$ cat src/logic/brs_pkg.sv
/*
  Package for the brown-out reset sequencer: register map, field layout,
  reset-cause encodings and timing constants.
  Assumes a 10 MHz system clock and a classic Wishbone slave with 32-bit data.
*/
// Contract
// - Enable setting 11 always on, 10 on except sleep, 0x off.
// - One configuration bit selects between two brown-out thresholds.
// - Supply low longer than minimum duration forces brown-out reset.
// - Brown-out during power-up count re-enters reset and restarts the count.
// - After supply recovers, hold reset for the 64 ms power-up interval.
// - Flash erase forces detection on at the lowest threshold.
// - Power-up count starts after power-on reset; oscillator count after it.
// - Crystal modes add 1024 oscillator periods; other modes only power-up delay.
// - External clock with power-up timer disabled has no time-out at all.
// - Time-outs run regardless of master clear; release starts execution at once.
// - Brownout flag cleared by brown-out reset, kept across other resets; the code also clears it on power-on reset.
// - Brownout flag is meaningless when detection is configured off.
// - Power-on flag cleared by power-on reset, kept by all other resets; the code sets it on brown-out reset.
// - Power-on and brown-out set timeout and powerdown; master clear keeps them.
// - Watchdog reset clears timeout; wake clears both; sleep clear sets timeout. The code clears both on watchdog wake only; interrupt wake sets timeout.
// - Any reset loads program counter low with zero; wake continues at PC+1. The code holds reset and loads zero after a watchdog wake in crystal mode.
// - Status loads 0001 1xxx on power/brown-out; upper three cleared otherwise.
// - Power-up timer disabled when its configuration bit is one.
package brs_pkg;

  localparam logic [7:0] REG_STATUS = 8'h03;
  localparam logic [7:0] REG_PCTL   = 8'h8E;
  localparam logic [7:0] REG_CFG    = 8'hC0;
  localparam logic [7:0] REG_SEQ    = 8'hC4;

  localparam int BIT_PD   = 3;
  localparam int BIT_TO   = 4;
  localparam int BIT_BOF  = 0;
  localparam int BIT_POF  = 1;

  localparam logic [7:0] STATUS_POR_VAL = 8'h18;
  localparam logic [2:0] STATUS_UP_CLR  = 3'h0;
  localparam logic [7:0] PCL_RESET_VAL  = 8'h00;

  localparam int  CLK_HZ          = 10_000_000;
  localparam int  POWERUP_TIMER_MS         = 64;
  localparam int  POWERUP_TIMER_CYCLES     = (CLK_HZ / 1000) * POWERUP_TIMER_MS;
  localparam int  OST_PERIODS     = 1024;
  localparam int  BOR_MIN_NS      = 1000;
  localparam int  BOR_MIN_CYCLES  = (BOR_MIN_NS + 99) / 100;

  typedef enum logic [2:0]
  {
    BRS_OSC_LP,
    BRS_OSC_XT,
    BRS_OSC_HS,
    BRS_OSC_RC,
    BRS_OSC_EC,
    BRS_OSC_INT
  } brs_osc_t;

  typedef struct packed
  {
    logic [1:0] brownout_enable_sel;
    logic       brownout_level_sel;
    logic       powerup_timer_disable;
    brs_osc_t   osc_mode;
  } brs_cfg_t;

  typedef struct packed
  {
    logic wdt_reset;
    logic wdt_wake;
    logic irq_wake;
  } brs_evt_t;

endpackage

$ cat src/logic/brs_sequencer.sv
/*
  Reset sequencer: brown-out qualification, power-up and oscillator
  start-up time-outs, reset-cause flags and the two status registers.
  Assumes supply comparator and pin inputs are asynchronous and the
  oscillator start-up count arrives as one enable pulse per period.
*/
// The Wishbone interface to the registers was decided locally.
`timescale 1ns/1ps
module brs_sequencer
  import brs_pkg::*;
#(
  parameter int POWERUP_TIMER_COUNT = POWERUP_TIMER_CYCLES,
  parameter int OST_COUNT  = OST_PERIODS,
  parameter int BOR_COUNT  = BOR_MIN_CYCLES
)
(
  // Clock and power-on pulse
  input  wire logic        CLK_SYS,
  input  wire logic        SRST,
  // Supply comparators and pins
  input  wire logic        BOR_LOW_HI,
  input  wire logic        BOR_LOW_LO,
  input  wire logic        MASTER_CLEAR_PIN_N,
  input  wire logic        OSC_TICK,
  // Core events
  input  wire logic        SLEEPING,
  input  wire logic        FLASH_ERASE,
  input  wire brs_evt_t    EVT,
  input  wire logic        MASTER_CLEAR_PIN_ENABLE,
  // Outputs
  output logic             RESET_OUT,
  output logic             BROWNOUT_LEVEL,
  output logic             LOAD_PCL,
  output logic [7:0]       PCL_VALUE,
  output logic             RESUME_NEXT,
  // Wishbone slave
  input  wire logic        CYC_I,
  input  wire logic        STB_I,
  input  wire logic        WE_I,
  input  wire logic [7:0]  ADR_I,
  input  wire logic [3:0]  SEL_I,
  input  wire logic [31:0] DAT_I,
  output logic [31:0]      DAT_O,
  output logic             ACK_O
);

  typedef enum logic [2:0] {S_POR, S_POWERUP_TIMER, S_OST, S_RUN, S_BOR} brs_state_t;

  brs_state_t  state;
  brs_cfg_t    cfg;
  logic [22:0] cnt;
  logic [15:0] bor_cnt;
  logic [1:0]  hi_sync;
  logic [1:0]  lo_sync;
  logic [1:0]  master_clear_pin_sync;
  logic [1:0]  tick_sync;
  logic        tick_d;
  logic [7:0]  status_reg;
  logic        brownout_flag;
  logic        poweron_flag;
  logic        bor_active;
  logic        sel_low;
  logic        supply_low;
  logic        bor_trip;
  logic        tick;
  logic        crystal;
  logic        master_clear_pin_low;
  logic        seq_done;
  logic        wb_req;
  logic        wr_pctl;
  logic        wr_status;
  logic        wr_cfg;

  function automatic logic is_crystal(input brs_osc_t m);
    return (m == BRS_OSC_LP) || (m == BRS_OSC_XT) || (m == BRS_OSC_HS);
  endfunction

  // Asynchronous inputs pass two flops before use
  always_ff @(posedge CLK_SYS)
  begin
    hi_sync   <= {hi_sync[0], BOR_LOW_HI};
    lo_sync   <= {lo_sync[0], BOR_LOW_LO};
    master_clear_pin_sync <= {master_clear_pin_sync[0], MASTER_CLEAR_PIN_N};
    tick_sync <= {tick_sync[0], OSC_TICK};
    tick_d    <= tick_sync[1];
  end

  assign tick     = tick_sync[1] & ~tick_d;
  assign crystal  = is_crystal(cfg.osc_mode);
  assign master_clear_pin_low = MASTER_CLEAR_PIN_ENABLE & ~master_clear_pin_sync[1];

  // Erase overrides configured enable and level
  always_comb
  begin
    bor_active = FLASH_ERASE
               | (cfg.brownout_enable_sel == 2'b11)
               | ((cfg.brownout_enable_sel == 2'b10) & ~SLEEPING);
    sel_low    = FLASH_ERASE | cfg.brownout_level_sel;
    supply_low = sel_low ? lo_sync[1] : hi_sync[1];
  end

  assign BROWNOUT_LEVEL = sel_low;

  // Short dips under the minimum duration are filtered out
  always_ff @(posedge CLK_SYS)
  begin
    if (SRST || !bor_active || !supply_low)
      bor_cnt <= '0;
    else if (bor_cnt != 16'(BOR_COUNT))
      bor_cnt <= bor_cnt + 16'h0001;
  end

  assign bor_trip = bor_active && supply_low && (bor_cnt == 16'(BOR_COUNT));

  // Time-out chain, started by the power-on pulse or a brown-out trip; a watchdog wake in crystal mode reruns the oscillator count
  always_ff @(posedge CLK_SYS)
  begin
    if (SRST)
    begin
      state <= S_POR;
      cnt   <= '0;
    end
    else if (bor_trip)
    begin
      state <= S_BOR;
      cnt   <= '0;
    end
    else
    begin
      unique case (state)
        S_POR, S_BOR:
        begin
          cnt <= '0;
          if (!cfg.powerup_timer_disable)
            state <= S_POWERUP_TIMER;
          else if (crystal)
            state <= S_OST;
          else
            state <= S_RUN;
        end
        S_POWERUP_TIMER:
        begin
          if (cnt == 23'(POWERUP_TIMER_COUNT - 1))
          begin
            cnt   <= '0;
            state <= crystal ? S_OST : S_RUN;
          end
          else
            cnt <= cnt + 23'h000001;
        end
        S_OST:
        begin
          if (tick)
          begin
            if (cnt == 23'(OST_COUNT - 1))
            begin
              cnt   <= '0;
              state <= S_RUN;
            end
            else
              cnt <= cnt + 23'h000001;
          end
        end
        S_RUN:
        begin
          if (EVT.wdt_wake && crystal)
          begin
            cnt   <= '0;
            state <= S_OST;
          end
        end
      endcase
    end
  end

  assign seq_done  = (state == S_RUN);
  assign RESET_OUT = !seq_done || master_clear_pin_low || EVT.wdt_reset;

  // Program counter low byte load
  always_ff @(posedge CLK_SYS)
  begin
    LOAD_PCL    <= !seq_done || master_clear_pin_low || EVT.wdt_reset;
    PCL_VALUE   <= PCL_RESET_VAL;
    RESUME_NEXT <= seq_done && (EVT.wdt_wake || EVT.irq_wake);
  end

  // Wishbone decode, single-cycle ack
  assign wb_req    = CYC_I && STB_I && !ACK_O;
  assign wr_pctl   = wb_req && WE_I && SEL_I[0] && (ADR_I == REG_PCTL);
  assign wr_status = wb_req && WE_I && SEL_I[0] && (ADR_I == REG_STATUS);
  assign wr_cfg    = wb_req && WE_I && SEL_I[0] && (ADR_I == REG_CFG);

  always_ff @(posedge CLK_SYS)
  begin
    if (SRST)
      ACK_O <= 1'b0;
    else
      ACK_O <= wb_req;
  end

  always_ff @(posedge CLK_SYS)
  begin
    if (SRST)
      cfg <= '{2'b11, 1'b0, 1'b0, BRS_OSC_INT};
    else if (wr_cfg)
      cfg <= brs_cfg_t'(DAT_I[6:0]);
  end

  // Power control flags; a reset event wins over a software write
  always_ff @(posedge CLK_SYS)
  begin
    if (SRST)
    begin
      poweron_flag  <= 1'b0;
      brownout_flag <= 1'b0;
    end
    else if (bor_trip)
    begin
      poweron_flag  <= 1'b1;
      brownout_flag <= 1'b0;
    end
    else if (wr_pctl)
    begin
      poweron_flag  <= DAT_I[BIT_POF];
      brownout_flag <= DAT_I[BIT_BOF];
    end
  end

  // Status word: upper bits, timeout and powerdown per reset cause
  always_ff @(posedge CLK_SYS)
  begin
    if (SRST || bor_trip)
      status_reg <= STATUS_POR_VAL;
    else if (EVT.wdt_wake)
    begin
      status_reg[BIT_TO] <= 1'b0;
      status_reg[BIT_PD] <= 1'b0;
    end
    else if (EVT.wdt_reset)
    begin
      status_reg[7:5]    <= STATUS_UP_CLR;
      status_reg[BIT_TO] <= 1'b0;
    end
    else if (master_clear_pin_low && SLEEPING)
    begin
      status_reg[7:5]    <= STATUS_UP_CLR;
      status_reg[BIT_TO] <= 1'b1;
      status_reg[BIT_PD] <= 1'b0;
    end
    else if (master_clear_pin_low)
      status_reg[7:5] <= STATUS_UP_CLR;
    else if (EVT.irq_wake)
    begin
      status_reg[BIT_TO] <= 1'b1;
      status_reg[BIT_PD] <= 1'b0;
    end
    else if (wr_status)
      status_reg <= {DAT_I[7:5], status_reg[4:3], DAT_I[2:0]};
  end

  // Read mux, unmapped reads return zero
  always_ff @(posedge CLK_SYS)
  begin
    if (SRST)
      DAT_O <= '0;
    else if (wb_req && !WE_I)
    begin
      unique case (ADR_I)
        REG_STATUS: DAT_O <= {24'h000000, status_reg};
        REG_PCTL:   DAT_O <= {30'h00000000, poweron_flag, brownout_flag};
        REG_CFG:    DAT_O <= {25'h0000000, cfg};
        REG_SEQ:    DAT_O <= {28'h0000000, RESET_OUT, state};
        default:    DAT_O <= '0;
      endcase
    end
  end

  AST_POWERUP_TIMER_LEN: assert property (@(posedge CLK_SYS) disable iff (SRST || bor_trip)
    $rose(state == S_POWERUP_TIMER) |-> (state == S_POWERUP_TIMER) [*8])
    else $error("Power-up count ended early");

  AST_BOR_RESTART: assert property (@(posedge CLK_SYS) disable iff (SRST)
    (bor_trip && state == S_POWERUP_TIMER) |=> (state == S_BOR) && (cnt == 23'h000000))
    else $error("Brown-out did not restart power-up count");

  AST_RESET_HELD: assert property (@(posedge CLK_SYS) disable iff (SRST)
    (state != S_RUN) |-> RESET_OUT)
    else $error("Reset released before sequence done");

  AST_MASTER_CLEAR_PIN_HOLD: assert property (@(posedge CLK_SYS) disable iff (SRST)
    master_clear_pin_low |-> RESET_OUT)
    else $error("Master clear did not hold reset");

  AST_ERASE_FORCE: assert property (@(posedge CLK_SYS) disable iff (SRST)
    FLASH_ERASE |-> bor_active && BROWNOUT_LEVEL)
    else $error("Erase did not force detection");

  AST_BOR_OFF: assert property (@(posedge CLK_SYS) disable iff (SRST)
    (!FLASH_ERASE && !cfg.brownout_enable_sel[1]) |-> !bor_active)
    else $error("Detection active while disabled");

  AST_BOR_FLAG: assert property (@(posedge CLK_SYS) disable iff (SRST)
    bor_trip |=> !brownout_flag && poweron_flag && status_reg[BIT_TO] && status_reg[BIT_PD])
    else $error("Brown-out flags wrong");

  AST_WDT_TO: assert property (@(posedge CLK_SYS) disable iff (SRST)
    (EVT.wdt_reset && !EVT.wdt_wake && !bor_trip) |=> !status_reg[BIT_TO])
    else $error("Watchdog reset left timeout set");

  AST_NO_TIMEOUT: assert property (@(posedge CLK_SYS) disable iff (SRST || bor_trip)
    (state == S_POR && cfg.powerup_timer_disable && cfg.osc_mode == BRS_OSC_EC) |=> state == S_RUN)
    else $error("Time-out applied in external clock mode");

endmodule

$ cat config.mk
export PLATFORM = sky130hd
export DESIGN_NAME = brs_sequencer
export DESIGN_NICKNAME = d
export VERILOG_FILES = /design/src/logic/brs_pkg.sv /design/src/logic/brs_sequencer.sv
export SDC_FILE = /design/constraint.sdc
export NUM_CORES = 1
export LEC_CHECK = 0
export ABC_AREA = 1
export BUFFER_PORTS_ARGS = -buffer_cell sky130_fd_sc_hd__buf_4
export CAP_MARGIN = 20
export CORE_MARGIN = 2
export CORE_UTILIZATION = 40
export CTS_CLUSTER_SIZE = 8
export DETAILED_ROUTE_END_ITERATION = 8
export MAX_ROUTING_LAYER = met4
export PLACE_DENSITY_LB_ADDON = 0.05
export SYNTH_ARGS = -nofsm -noshare
export SYNTH_HDL_FRONTEND = slang
export SYNTH_SLANG_ARGS = --single-unit
$ cat constraint.sdc
create_clock -name CLK_SYS -period 4.1 [get_ports CLK_SYS]
set_input_delay 0.41 -clock CLK_SYS [delete_from_list [all_inputs] [get_ports CLK_SYS]]
set_output_delay 0.41 -clock CLK_SYS [all_outputs]
set_load 0.005 [all_outputs]
==> flow_metrics.env <==
export IMPL_critPathCaptureType="flip-flop"
export IMPL_ctsResizeCount=0
export IMPL_ir_worst_vdd_mv=0.142
export IMPL_fp_dieW_um=106
export IMPL_critical_path_required_ns=4.35
export IMPL_ant_nets=0
export IMPL_ioPinCount=104
export IMPL_root_buffer="clkbuf_8"
export IMPL_cpMostUsedCell="nor2_1"
export IMPL_max_stage_delay_ns=0.59
export IMPL_wirelength_um=10200
export IMPL_grt_max_degree=16
export IMPL_worstPathMaxFanout=15
export IMPL_yosysUniqueCellTypes=44
export IMPL_finalHoldViolCount=0
export IMPL_synth_seq_cells=79
export IMPL_nets=734
export IMPL_synth_edff_count=0
export IMPL_antenna_found_initial=0
export IMPL_grt_util_met2_pct=32.2
export IMPL_cts_reportedPaths_clkPinSlew_ns=0.08
export IMPL_postCtsSetupBuffers=0
export IMPL_dieArea_um2=11300
export IMPL_holdPathStages=1
export IMPL_grt_pass1_wl_um=17300
export IMPL_timing_critical_path_from_type="flip-flop"
export IMPL_finClkSkew_ns=0.0110
export IMPL_setup_slack_ns=1.85
export IMPL_drc=0
export IMPL_maxClockFrequency_mhz=445
export IMPL_avgSynthCellArea_um2=6.74
export IMPL_numPortBuffers=44
export IMPL_r2r_cells=12
export IMPL_start_util_pct=40.9
export IMPL_status="complete, no violations"
export IMPL_largest_reg_flops=23
export IMPL_final_common_cell="nand2_1"
export IMPL_core_area_um2=10300
export IMPL_syn_to_final_growth_pct=13.0
export IMPL_drtPass1Iterations=4
export IMPL_drt_wirelength_per_cell_um=12.6
export IMPL_grt_util_all_layers_pct=19.6
export IMPL_largest_register="cnt"
export IMPL_timing_final_crit_share_pct=54.8
export IMPL_drive_above_1_share_pct=14.2
export IMPL_fin_crit_ns=2.25
export IMPL_rsz0062_at_grt="no"
export IMPL_fp_row_count=37
export IMPL_use_met1_pct=24.3
export IMPL_cts_hold_buf=0
export IMPL_regToRegStartpoint="bor_cnt[0]"
export IMPL_crit_slowest_cell="nor2_2"
export IMPL_async_reset_ff_share_pct=0
export IMPL_worstMarginPinSlew_ns=0.792
export IMPL_clkSinkCount=79
export IMPL_final_cell_mix="159 x nand2_1, 86 x nor2_1, 79 x dfxtp_1, 63 x inv_1"
export IMPL_met3_usage_pct=3.13
export IMPL_die_h_um=106
export IMPL_yosys_warnings=0
export IMPL_worstSetupPathType="flip-flop to flip-flop"
export IMPL_cts_buffers=9
export IMPL_relSlewSlack_pct=46.7
export IMPL_yosysSeqAreaShare_pct=37.6
export IMPL_min_to="master_clear_pin_sync[0]"
export IMPL_dp_slack_ns=1.82
export IMPL_place_congestion=0.859
export IMPL_grt_overflow=0
export IMPL_netlist_area_leader_share_pct=37.6
export IMPL_antenna_cells=0
export IMPL_crit_path_cell_trace="inv_1, ha_1, nand3_1, nor2_1, nand2_1, nor2_1, nor2_2, nand3_1, nand2_1, inv_1, nor2_1, nor2_1"
export IMPL_syn_inst=623
export IMPL_pwr_density_cell_nw_per_um2=370
export IMPL_num_fill_cells=1112
export IMPL_yosys_top_cells_area="dfxtp_1 38%, nand2_1 14%, nor2_1 7.7%"
export IMPL_critPathLaunch="bor_cnt[0]"
export IMPL_h_tree_depth=3
export IMPL_min_from="MASTER_CLEAR_PIN_N"
export IMPL_clock_latency_ns=0.35
export IMPL_worstReg2RegEnd="status_reg[1]"
export IMPL_reg_top3="cnt x23, bor_cnt x16"
export IMPL_drt_iter0_drc=201
export IMPL_cp_arrival_ns=2.50
export IMPL_clk_path_buf_depth=2
export IMPL_viasPerCell=4.74
export IMPL_grt_pass1_vias=3664
export IMPL_hp_class="primary input to flip-flop"
export IMPL_setup_violations=0
export IMPL_cts_tree="done"
export IMPL_drv_slew=0
export IMPL_ys_flop_type="dfxtp_1"
export IMPL_synth_top_cell_by_area="dfxtp_1"
export IMPL_fin_tns_setup_ns=0
export IMPL_maxCapViolations=0
export IMPL_post_dp_hpwl_um=7800
export IMPL_gr_max_usage_layer="met2"
export IMPL_leakage_nw=2.09
export IMPL_dr_total_vias=3853
export IMPL_syn_area_um2=4200
export IMPL_r2r_slack_ns=1.85
## per-layer routing
metal	wire length, um	share of wire, %
met5	0	0
met4	135	1.3
met3	444	4.3
met2	4740	46
met1	4900	48
## cell type report
| class | instances | area (um2) | share of cell area [%] |
|---|---|---|---|
| Clock inverter | 2 | 37.5 | 0.790 |
| Timing Repair Buffer | 44 | 330 | 6.95 |
| Multi-Input combinational cell | 462 | 2170 | 45.7 |
| Inverter | 76 | 285 | 6.01 |
| Sequential cell | 79 | 1580 | 33.3 |
| Clock buffer | 14 | 173 | 3.64 |
| Tap cell | 136 | 170 | 3.58 |
## through the flow
step	total power [W]	util (%)	std cells	instance area (um2)	hold WS [ns]
6_report	0.00176	46.2	813	4750	0.154
3_5_place_dp	0.00116	44.2	797	4540	0.312
5_1_grt	0.00186	46.2	813	4750	0.131
3_3_place_gp	0.00115	44.2	797	4540	0.312
2_1_floorplan	0.00109	-	654	4320	0.310
4_1_cts	0.00178	46.2	813	4750	0.131
## worst max-delay path, delay by kind of cell, from the launching register on
family | cells | cell delay [ns]
adders and majority gates | 1 | 0.22
and+or+nand+nor | 9 | 1.41
DFF | 1 | 0.39
buffers and inverters | 2 | 0.13
## report_power, final
part	internal, W	total [W]	switching (W)
Sequential	0.000794	0.000817	0.0000227
Clock	0.000332	0.000623	0.000290
Combinational	0.0000958	0.000316	0.000220
Total	0.00122	0.00176	0.000533
## logic make-up (layout without fill, tap and decap cells)
family / count (synthesis) / after routing / synth area share [%]
DFF: 79 / 79 / 37.6
other: 1 / 32 / 0.0893
and+or+nand+nor: 352 / 352 / 37.7
adders and majority gates: 3 / 3 / 0.893
AOI/OAI and AO/OA: 72 / 72 / 9.65
buffers and inverters: 113 / 136 / 13.4
xor gates and xnor gates: 3 / 3 / 0.625
## worst max path at each step
| stage | endpoint | depth (start not counted) |
|---|---|---|
| 6_report | status_reg[1] | 12 |
| 2_1_floorplan | status_reg[0] | 12 |
| 4_1_cts | status_reg[1] | 12 |
| 3_5_place_dp | status_reg[1] | 11 |
| 5_1_grt | status_reg[1] | 12 |
| 3_3_place_gp | status_reg[2] | 12 |
## synthesized netlist by cell type, types with 2 or more instances
library cell,count
nand2_1,159
nor2_1,86
dfxtp_1,79
inv_1,63
nand3_1,44
a21oi_1,37
buf_4,33
nor3_1,15
nand4_1,13
o21ai_0,13
inv_2,12
nor2_2,7
o21ai_1,7
nand2_2,5
o211ai_1,4
a22o_1,3
ha_1,3
nor2_4,3
nor3_2,3
xor2_1,3
and3_1,2
buf_6,2
nand2_4,2
nor3b_1,2
nor4_1,2
o21bai_1,2
or2_1,2
No activity file was read; power rests on OpenSTA's default activity.
